### src/pps_pkg.sv
// Purpose: shared constants and types of the protocol sequencer
// Assumes: 16-bit register words on a 32-bit classic Wishbone bus
// Notes: offsets are word indices, the byte address is four times the index
package pps_pkg;

	// ****************************************
	// register word indices
	// ****************************************
	localparam logic [14:0] IDX_LINE_CTL1 = 15'h0092;
	localparam logic [14:0] IDX_LINE_CTL2 = 15'h0132;
	localparam logic [14:0] IDX_MON_CTL1 = 15'h2018;
	localparam logic [14:0] IDX_MON_CTL2 = 15'h2118;
	localparam logic [14:0] IDX_CANCEL1 = 15'h4040;
	localparam logic [14:0] IDX_STATUS1 = 15'h4041;
	localparam logic [14:0] IDX_CANCEL2 = 15'h4050;
	localparam logic [14:0] IDX_STATUS2 = 15'h4051;
	localparam logic [14:0] IDX_CBLK1 = 15'h4200; // control block, 18 words
	localparam logic [14:0] IDX_CBLK2 = 15'h4220;
	localparam logic [14:0] IDX_CMD = 15'h4300; // request port and busy view
	localparam logic [14:0] IDX_REJECT1 = 15'h4301; // code of last side request
	localparam logic [14:0] IDX_REJECT2 = 15'h4302;

	// control block layout
	localparam int CB_RESULT = 0;
	localparam int CB_COUNT = 1;
	localparam int CB_SLOT0 = 2;
	localparam int CB_PKT0 = 10;
	localparam int CB_WORDS = 18;
	localparam logic [3:0] MAX_PROTOS = 4'h8;

	// special protocol numbers
	localparam logic [15:0] SP_RX_CLEAR = 16'h00c9;
	localparam logic [15:0] SP_MON_START = 16'h00ca;
	localparam logic [15:0] SP_MON_STOP = 16'h00cb;
	localparam logic [15:0] SP_DTR_ON = 16'h00cc;
	localparam logic [15:0] SP_DTR_OFF = 16'h00cd;
	localparam logic [15:0] SP_RTS_ON = 16'h00ce;
	localparam logic [15:0] SP_RTS_OFF = 16'h00cf;

	// word values and bit positions
	localparam logic [15:0] MON_ON = 16'h0001;
	localparam logic [15:0] MON_OFF = 16'h0000;
	localparam int LINE_DTR_BIT = 0;
	localparam int LINE_RTS_BIT = 1;
	localparam logic [15:0] CANCEL_NONE = 16'h0000;
	localparam logic [15:0] CANCEL_REQ = 16'h0001;
	localparam logic [15:0] CANCEL_DONE = 16'h0002;
	localparam logic [15:0] ERR_BUSY_MODE = 16'h7ff0;
	localparam logic [15:0] ERR_OTHER_PROTO = 16'h7ff2;
	localparam logic [15:0] ERR_CANCELLED = 16'h7f10;
	localparam logic [15:0] ERR_OPERAND = 16'h7f11;
	localparam logic [15:0] RES_OK = 16'h0000;
	localparam logic [15:0] LINE_RST = 16'h0000;
	localparam logic [15:0] MON_RST = 16'h0000;
	localparam logic [3:0] MODE_PREDEF = 4'h1;
	localparam logic [3:0] MODE_RST = 4'h1;

	// execution status word values
	localparam logic [15:0] STAT_IDLE = 16'h0000;
	localparam logic [15:0] STAT_RUN = 16'h0001;
	localparam logic [15:0] STAT_CLOSE = 16'h0002;

	// request port operations
	localparam logic [3:0] OP_EXEC = 4'h1;
	localparam logic [3:0] OP_MODE = 4'h2;
	localparam logic [3:0] OP_OTHER = 4'h3;
	localparam logic [3:0] OP_RXREAD = 4'h4;

	// ****************************************
	// types
	// ****************************************
	typedef enum logic [1:0] {ST_IDLE, ST_FETCH, ST_RUN, ST_CLOSE} pps_state_type;

	typedef struct packed {
		logic start; // one-cycle pulse, runs proto from the store
		logic abort; // one-cycle pulse, kills the running protocol
		logic [15:0] proto;
	} pps_eng_req_type;

	typedef struct packed {
		logic done; // one-cycle pulse
		logic err;
		logic [15:0] code;
		logic [4:0] packet;
	} pps_eng_rsp_type;

	typedef struct packed {
		logic valid; // one cycle per special protocol; adjacent specials give back-to-back cycles
		logic [2:0] keyword; // 0..6 for protocols 201..207
	} pps_hist_type;

endpackage

### src/pps_sequencer.sv
// Purpose: two-channel predefined protocol sequencer with wishbone registers
// Assumes: a protocol engine per channel does the serial work
// Notes: completion flags move only on scan_end, the host's end-of-scan strobe
`timescale 1ns/1ps

module pps_sequencer
	import pps_pkg::*;
(
	input wire logic clk,
	input wire logic rstn,
	input wire logic wb_cyc_i,
	input wire logic wb_stb_i,
	input wire logic wb_we_i,
	input wire logic [14:0] wb_adr_i,
	input wire logic [3:0] wb_sel_i,
	input wire logic [31:0] wb_dat_i,
	output logic [31:0] wb_dat_o,
	output logic wb_ack_o,
	input wire logic scan_end,
	output pps_eng_req_type [1:0] eng_req,
	input wire pps_eng_rsp_type [1:0] eng_rsp,
	output logic [1:0] done_flag,
	output logic [1:0] err_flag,
	output logic [1:0] rx_clear,
	output logic [1:0] dtr,
	output logic [1:0] rts,
	output pps_hist_type [1:0] hist
);

	// ****************************************
	// helper functions
	// ****************************************

	// byte-lane merge of a 16-bit word
	function automatic logic [15:0] merge16(input logic [15:0] old, input logic [31:0] dat, input logic [3:0] sel);
		merge16 = old;
		if (sel[0]) begin
			merge16[7:0] = dat[7:0];
		end
		if (sel[1]) begin
			merge16[15:8] = dat[15:8];
		end
	endfunction

	// special protocol numbers 201..207
	function automatic logic is_special(input logic [15:0] num);
		is_special = (num >= SP_RX_CLEAR) && (num <= SP_RTS_OFF);
	endfunction

	// ****************************************
	// wishbone slave
	// ****************************************
	logic ack_q; // ack, one cycle per request
	logic wr_en; // write takes effect at the edge that raises ack
	logic rd_take; // read data sampled at the same edge
	logic [31:0] rdat_d;
	logic [15:0] rd_ch [2]; // per-channel read word
	logic [1:0] busy; // channel busy view
	logic [1:0] pend; // held request view
	logic [3:0] cmd_op;
	logic cmd_chan;
	logic [3:0] cmd_cnt;
	logic [3:0] cmd_mode;
	logic cmd_wr;

	assign wr_en = wb_cyc_i & wb_stb_i & wb_we_i & ~ack_q;
	assign rd_take = wb_cyc_i & wb_stb_i & ~ack_q;
	assign cmd_wr = wr_en && (wb_adr_i == IDX_CMD) && wb_sel_i[0];
	assign cmd_op = wb_dat_i[3:0];
	assign cmd_chan = wb_dat_i[4];
	assign cmd_cnt = wb_dat_i[11:8];
	assign cmd_mode = wb_dat_i[15:12];

	// ack follows every request after one wait cycle
	always_ff @(posedge clk or negedge rstn) begin
		if (!rstn) begin
			ack_q <= 1'b0;
		end else begin
			ack_q <= wb_cyc_i & wb_stb_i & ~ack_q;
		end
	end

	// read mux; unmapped words read zero
	always_comb begin
		rdat_d = 32'h0000_0000;
		rdat_d[15:0] = rd_ch[0] | rd_ch[1];
		if (wb_adr_i == IDX_CMD) begin
			rdat_d[1:0] = busy;
			rdat_d[3:2] = pend;
		end
	end

	// read data register
	always_ff @(posedge clk or negedge rstn) begin
		if (!rstn) begin
			wb_dat_o <= 32'h0000_0000;
		end else if (rd_take && !wb_we_i) begin
			wb_dat_o <= rdat_d;
		end
	end

	assign wb_ack_o = ack_q;

	// ****************************************
	// per-channel sequencer
	// ****************************************
	for (genvar i = 0; i < 2; i++) begin : g_ch
		localparam logic [14:0] A_LINE = (i == 0) ? IDX_LINE_CTL1 : IDX_LINE_CTL2;
		localparam logic [14:0] A_MON = (i == 0) ? IDX_MON_CTL1 : IDX_MON_CTL2;
		localparam logic [14:0] A_CAN = (i == 0) ? IDX_CANCEL1 : IDX_CANCEL2;
		localparam logic [14:0] A_STAT = (i == 0) ? IDX_STATUS1 : IDX_STATUS2;
		localparam logic [14:0] A_CB = (i == 0) ? IDX_CBLK1 : IDX_CBLK2;
		localparam logic [14:0] A_REJ = (i == 0) ? IDX_REJECT1 : IDX_REJECT2;

		pps_state_type st_q; // sequencer state
		logic [15:0] line_q; // line control word
		logic [15:0] mon_q; // monitoring control word
		logic [15:0] can_q; // cancellation word
		logic [15:0] rej_q; // outcome code of the last side request
		logic [3:0] mode_q; // channel mode
		logic [15:0] cb_q [CB_WORDS]; // control block
		logic [2:0] idx_q; // slot being run
		logic [3:0] cnt_q; // protocols asked for
		logic err_q; // request ended in error
		logic pend_q; // held execute request
		logic [3:0] pend_cnt_q;
		logic exec_now, start_now, bad_cnt, spec_now, run_now, cancel_now, last;
		logic [3:0] cnt_use;
		logic [15:0] num;
		logic [4:0] cb_off;
		logic cb_hit;
		logic [15:0] stat;

		assign cb_off = 5'(wb_adr_i - A_CB);
		assign cb_hit = (wb_adr_i >= A_CB) && (wb_adr_i < A_CB + 15'(CB_WORDS));
		assign exec_now = cmd_wr && (cmd_chan == 1'(i)) && (cmd_op == OP_EXEC);
		// a held request starts once idle
		assign start_now = (st_q == ST_IDLE) && (exec_now || pend_q);
		assign cnt_use = exec_now ? cmd_cnt : pend_cnt_q;
		// count must be 1 to 8
		assign bad_cnt = (cnt_use == 4'h0) || (cnt_use > MAX_PROTOS);
		// protocol numbers come from slots 2..9
		assign num = cb_q[CB_SLOT0 + 32'(idx_q)];
		assign spec_now = (st_q == ST_FETCH) && is_special(num);
		assign last = ({1'b0, idx_q} + 4'h1) == cnt_q;
		assign cancel_now = (st_q == ST_RUN) && (can_q == CANCEL_REQ) && (mode_q == MODE_PREDEF);
		assign run_now = (st_q == ST_RUN) && eng_rsp[i].done && !cancel_now;
		assign busy[i] = (st_q != ST_IDLE);
		assign pend[i] = pend_q;

		always_comb begin
			unique case (st_q)
				ST_IDLE: stat = STAT_IDLE;
				ST_FETCH, ST_RUN: stat = STAT_RUN;
				ST_CLOSE: stat = STAT_CLOSE;
			endcase
		end

		// channel read mux
		always_comb begin
			rd_ch[i] = 16'h0000;
			if (wb_adr_i == A_LINE) begin
				rd_ch[i] = line_q;
			end else if (wb_adr_i == A_MON) begin
				rd_ch[i] = mon_q;
			end else if (wb_adr_i == A_CAN) begin
				rd_ch[i] = can_q;
			end else if (wb_adr_i == A_STAT) begin
				rd_ch[i] = stat;
			end else if (wb_adr_i == A_REJ) begin
				rd_ch[i] = rej_q;
			end else if (cb_hit) begin
				rd_ch[i] = cb_q[cb_off];
			end
		end

		// sequencer; a failed protocol ends the request
		always_ff @(posedge clk or negedge rstn) begin
			if (!rstn) begin
				st_q <= ST_IDLE;
				idx_q <= 3'h0;
				cnt_q <= 4'h0;
				err_q <= 1'b0;
			end else begin
				unique case (st_q)
					ST_IDLE: begin
						if (start_now) begin
							idx_q <= 3'h0;
							cnt_q <= cnt_use;
							err_q <= bad_cnt;
							st_q <= bad_cnt ? ST_CLOSE : ST_FETCH;
						end
					end
					ST_FETCH: begin
						// special protocols finish in this cycle
						if (spec_now && last) begin
							st_q <= ST_CLOSE;
						end else if (spec_now) begin
							idx_q <= idx_q + 3'h1;
						end else begin
							st_q <= ST_RUN;
						end
					end
					ST_RUN: begin
						// cancel ends the request with error
						if (cancel_now) begin
							err_q <= 1'b1;
							st_q <= ST_CLOSE;
						end else if (run_now && (eng_rsp[i].err || last)) begin
							err_q <= eng_rsp[i].err;
							st_q <= ST_CLOSE;
						end else if (run_now) begin
							idx_q <= idx_q + 3'h1;
							st_q <= ST_FETCH;
						end
					end
					ST_CLOSE: begin
						// channel frees as the flag rises
						if (scan_end) begin
							st_q <= ST_IDLE;
						end
					end
				endcase
			end
		end

		// held execute request; a new one while busy waits here
		always_ff @(posedge clk or negedge rstn) begin
			if (!rstn) begin
				pend_q <= 1'b0;
				pend_cnt_q <= 4'h0;
			end else if (exec_now && (st_q != ST_IDLE)) begin
				// hold off until the active one completes
				pend_q <= 1'b1;
				pend_cnt_q <= cmd_cnt;
			end else if (start_now) begin
				pend_q <= 1'b0;
			end
		end

		// completion and error flags, moved only at end of scan
		always_ff @(posedge clk or negedge rstn) begin
			if (!rstn) begin
				done_flag[i] <= 1'b0;
				err_flag[i] <= 1'b0;
			end else if (scan_end) begin
				// set at end of the finishing scan, cleared at the next
				done_flag[i] <= (st_q == ST_CLOSE);
				err_flag[i] <= (st_q == ST_CLOSE) && err_q;
			end
		end

		// engine requests, receive clear and history pulses
		always_ff @(posedge clk or negedge rstn) begin
			if (!rstn) begin
				eng_req[i] <= '0;
				rx_clear[i] <= 1'b0;
				hist[i] <= '0;
			end else begin
				eng_req[i].start <= (st_q == ST_FETCH) && !spec_now;
				eng_req[i].abort <= cancel_now;
				if (st_q == ST_FETCH) begin
					eng_req[i].proto <= num;
				end
				// protocol 201 empties the receive buffer
				rx_clear[i] <= spec_now && (num == SP_RX_CLEAR);
				// keyword of the special protocol into history
				hist[i].valid <= spec_now;
				hist[i].keyword <= 3'(num - SP_RX_CLEAR);
			end
		end

		// line control word; dtr and rts follow its bits
		always_ff @(posedge clk or negedge rstn) begin
			if (!rstn) begin
				line_q <= LINE_RST;
				dtr[i] <= 1'b0;
				rts[i] <= 1'b0;
			end else begin
				// specials 204..207 drive the line bits
				if (spec_now && (num >= SP_DTR_ON)) begin
					line_q[LINE_DTR_BIT] <= (num == SP_DTR_ON) ? 1'b1 : (num == SP_DTR_OFF) ? 1'b0 : line_q[LINE_DTR_BIT];
					line_q[LINE_RTS_BIT] <= (num == SP_RTS_ON) ? 1'b1 : (num == SP_RTS_OFF) ? 1'b0 : line_q[LINE_RTS_BIT];
				end else if (wr_en && (wb_adr_i == A_LINE)) begin
					line_q <= merge16(line_q, wb_dat_i, wb_sel_i);
				end
				dtr[i] <= line_q[LINE_DTR_BIT];
				rts[i] <= line_q[LINE_RTS_BIT];
			end
		end

		// monitoring word; the sequencer wins over a same-cycle bus write
		always_ff @(posedge clk or negedge rstn) begin
			if (!rstn) begin
				mon_q <= MON_RST;
			end else if (spec_now && (num == SP_MON_START)) begin
				mon_q <= MON_ON;
			end else if (spec_now && (num == SP_MON_STOP)) begin
				mon_q <= MON_OFF;
			end else if (wr_en && (wb_adr_i == A_MON)) begin
				mon_q <= merge16(mon_q, wb_dat_i, wb_sel_i);
			end
		end

		// cancellation word; the done mark wins so it is never lost
		always_ff @(posedge clk or negedge rstn) begin
			if (!rstn) begin
				can_q <= CANCEL_NONE;
			end else if (cancel_now) begin
				can_q <= CANCEL_DONE;
			end else if (wr_en && (wb_adr_i == A_CAN)) begin
				can_q <= merge16(can_q, wb_dat_i, wb_sel_i);
			end
		end

		// mode and side requests; needs nothing here, late data stays buffered
		always_ff @(posedge clk or negedge rstn) begin
			if (!rstn) begin
				mode_q <= MODE_RST;
				rej_q <= RES_OK;
			end else if (cmd_wr && (cmd_chan == 1'(i))) begin
				if (cmd_op == OP_MODE && busy[i]) begin
					rej_q <= ERR_BUSY_MODE;
				end else if (cmd_op == OP_MODE) begin
					mode_q <= cmd_mode;
					rej_q <= RES_OK;
				end else if (cmd_op == OP_OTHER && mode_q == MODE_PREDEF) begin
					rej_q <= ERR_OTHER_PROTO;
				end else if (cmd_op != OP_EXEC) begin
					// store, state and receive buffer reads pass
					rej_q <= RES_OK;
				end
			end
		end

		// control block; results written by the sequencer win over the bus
		always_ff @(posedge clk or negedge rstn) begin
			if (!rstn) begin
				for (int k = 0; k < CB_WORDS; k++) begin
					cb_q[k] <= 16'h0000;
				end
			end else if (start_now && bad_cnt) begin
				cb_q[CB_RESULT] <= ERR_OPERAND;
				cb_q[CB_COUNT] <= 16'h0000;
			end else if (spec_now || run_now || cancel_now) begin
				cb_q[CB_RESULT] <= cancel_now ? ERR_CANCELLED : (run_now && eng_rsp[i].err) ? eng_rsp[i].code : RES_OK;
				cb_q[CB_COUNT] <= 16'(idx_q) + 16'h0001;
				// packet number, zero for errors and specials
				cb_q[CB_PKT0 + 32'(idx_q)] <= (run_now && !eng_rsp[i].err) ? 16'(eng_rsp[i].packet) : 16'h0000;
			end else if (wr_en && cb_hit) begin
				cb_q[cb_off] <= merge16(cb_q[cb_off], wb_dat_i, wb_sel_i);
			end
		end
	end

endmodule

### config.mk
export PLATFORM = sky130hd
export DESIGN_NAME = pps_sequencer
export DESIGN_NICKNAME = d
export VERILOG_FILES = /design/src/pps_pkg.sv /design/src/pps_sequencer.sv
export SDC_FILE = /design/constraint.sdc
export NUM_CORES = 2
export LEC_CHECK = 0
export BUFFER_PORTS_ARGS = -buffer_cell sky130_fd_sc_hd__buf_2
export CORE_MARGIN = 2
export CORE_UTILIZATION = 50
export CTS_CLUSTER_SIZE = 16
export DETAILED_ROUTE_END_ITERATION = 12
export GPL_ROUTABILITY_DRIVEN = 0
export GPL_TIMING_DRIVEN = 0
export PLACE_DENSITY = 0.66
export SLEW_MARGIN = 20
export SYNTH_ARGS = -nofsm -noshare
export SYNTH_HDL_FRONTEND = slang
export SYNTH_SLANG_ARGS = --single-unit
### constraint.sdc
create_clock -name clk -period 5.7 [get_ports clk]
set_clock_uncertainty 0.1 [all_clocks]
set_input_delay 0.285 -clock clk [delete_from_list [all_inputs] [get_ports clk]]
set_output_delay 0.285 -clock clk [all_outputs]
set_load 0.1 [all_outputs]
==> qor.txt <==
status: finished, final reports clean
Final WS setup: 8.81 ps
initial antenna violation count: 9
slowest cell delay on critical path: 930 ps
via count: 38.2k
CP cell instances: buf_2 -> buf_1 -> buf_1 -> clkbuf_4 -> clkdlybuf4s15_1 -> mux4_2 -> a22oi_1 -> nand3_1 -> o21ai_1 -> clkbuf_1 -> nor2_1 -> a211oi_1 -> nor3_1
Area Overhead vs Synth: 16.1%
XOR/XNOR Fraction of Synth Area: 0.00267
Startpoint Class: input port
setup_tns: 0 ps
DIE AREA: 87,700 sq um
root buf cell: clkbuf_16
final instance area: 49,500 sq um
final hold viol count: 0
Total Routing Usage GR: 0.397
Syn. warnings: 0
PortBufs: 145
layout cells sized above 1: 0.231
critical path arrival: 6110 ps
drt total wl: 175 mm
Post-synth top flop: dfrtp_1
number of synthesized flops with an enable pin: 0
top cell type's share of synthesized area: 0.459
Final ANT Viol Nets: 0
cts bufs inserted: 89
worst min path class: in -> reg
DR iter-0 viols: 5,965
peak supply drop: 401 uV
Cell Area, Placed: 45,200 sq um
Worst EP required: 6120 ps
core footprint: 84,900 sq um
Top delay family on crit path: buffers and inverters
adder-cell share of the synthesized area: 0.00880
sequential element share of the synthesized area: 0.460
Overall Power: 19.0 mW
Vias/cell: 7.11
Max Clock Freq: 176 MHz
count leader, synth: dfrtp_1
ranking of synthesized cells by area: dfrtp_1, mux4_2, mux2_2
DRC Markers: 0
mux share of post-synthesis cell area: 0.200
Max-Cap Viols: 0
initial cell density of the core: 0.503
syn_area_per_cell: 11.2 sq um
critical path class: in -> reg
wire length per cell: 32.5 microns
gr ovfl total: 0
synth cell count leaders: dfrtp_1, nand2_1, mux4_2
CTS tree: built
asr flop ratio synth: 1.00
Synth area leader: dfrtp_1
Slew headroom: 0.182
Die Ht: 296 microns
Most common cell on crit path: buf_1
CTS sink cnt: 785
clk buf depth: 3
Buf/Inv on CP: 6
simple-gate share of the synthesized area: 0.101
Clock transition at path regs: 60 ps
Hold Slack: 61.8 ps
period utilization: 0.998
number of synthesized register bits: 785
Pleak: 21.1 nW
Worst-Margin Slew: 1230 ps
Yosys cell types: 86
Synth Area in Compound Gates: 0.181
Worst setup EP type: register
synthesized area: 42,700 sq um
pin count of the biggest net entering global routing: 136
pwr/cell area: 384 nW/um^2
Worst-Skew Late Latency: 700 ps
slowest CP cell: clkdlybuf4s15_1
I/O pin cnt: 190
die width: 296 microns
setup violators final: 0
Slew Viols, Final: 0
min cycle time layout: 5690 ps
Max H-tree Level: 3
crit-path max FO: 19
dpl ws: -2600 ps
final HPWL from detailed placement: 128 mm
DRT Pass-1 Iters: 7
first-pass GRT wire length: 252 mm
NumNets Final: 4,290
Site Rows: 107
largest family of logic cells by synthesized area: multiplexers
R2R Setup Slk: 20 ps
vias in the first global route: 36.4k
Syn Inst Count: 3,824
cell usage in the layout (no fill, tap or decap), types with 64 or more instances in the layout:
master       n
o22ai_1     94
inv_1      131
mux4_2     263
a21oi_1    138
nand3_1     99
o21ai_0    214
a22oi_1     94
buf_4       67
clkbuf_1   207
dfrtp_1    783
buf_2      170
nand2_1    419
nor2_1     160
a22o_1      90
mux2i_1     64
mux2_2     172
o2bb2ai_1  112
clkbuf_16   90
power by group:
group / switching (mW) / internal (mW)
clock network: 2.54 / 3.45
logic: 4.37 / 2.09
registers: 0.456 / 6.11
total: 7.36 / 11.6
what timing repair did:
item                                   in CTS  in global routing
gates resized for setup                   130                 69
hold buffers                               47                  0
setup endpoints to repair                 655                538
setup buffers                              18                 17
endpoints found under the hold margin     371                  0
pin swaps                                  11                  5
logic make-up after synthesis:
kind of cell	after synthesis
AOI/OAI and AO/OA	1086
and+or+nand+nor	926
DFF	785
muxes	501
buffers and inverters	482
adders and majority gates	30
xor gates and xnor gates	13
other	1
registers in the layout, summed over array words and instances, names as in the netlist:
name             flops
g_ch.line_q         32
eng_req             36
g_ch.can_q          32
dtr                  2
g_ch.err_q           2
hist                 8
g_ch.idx_q           6
rx_clear             2
wb_dat_o            16
g_ch.pend_cnt_q      8
g_ch.rej_q           4
g_ch.pend_q          2
g_ch.st_q            4
g_ch.cnt_q           8
wb_ack_o             1
err_flag             2
g_ch.mode_q          8
rts                  2
g_ch.cb_q          576
g_ch.mon_q          32
done_flag            2
path summary, 6_finish.rpt:
kind / to / cells after the start / from
max in group asynchronous: g_ch[0].mon_q[11] / 4 / rstn
worst min register to register: dtr[1] / 0 / g_ch[1].line_q[0]
worst min-delay path: g_ch[1].err_q / 4 / eng_rsp[45]
min in group asynchronous: g_ch[1].cb_q[282] / 3 / rstn
worst max register to register: g_ch[1].cb_q[56] / 19 / g_ch[1].idx_q[1]
worst max-delay path: g_ch[0].cb_q[258] / 13 / wb_adr_i[1]
final cells by class:
cell class,count,area [sq um]
multi-input combinational,2572,21500
antenna,4,10.0
timing repair buffer,239,1740
sequential,785,19600
buffer,335,1710
tap,1144,1430
inverter,135,514
fill,7217,35400
clock inverter,30,374
clock buffer,132,2640
layer usage:
layer	GRT usage	up-vias	wire length, microns
met2	0.571	3098	74500
met5	0.00277	-	120
met4	0.223	14	12100
met1	0.505	19200	62500
li1	-	15200	-
met3	0.168	694	25600
worst register-to-register path: stages (launching register included):
cell and delay, ps:
dfrtp_1 430, buf_6 220, buf_8 230, clkbuf_4 320, clkbuf_8 290, mux4_2 400, mux4_2 550, inv_1 170
ha_4 200, or3b_2 450, a2bb2oi_1 150, and4_1 190, nand4b_1 100, buf_4 230, clkinvlp_4 240, nor3_4 280
buf_6 200, o31a_2 370, buf_2 330, o2bb2ai_1 160
stage by stage:
step / instances / util
after global placement: 5128 / 0.529
final: 5376 / 0.583
after CTS: 5359 / 0.580
after detailed placement: 5140 / 0.533
after global routing: 5372 / 0.583
after floorplan: 3839 / -
Power figures use the tool's default switching activity.
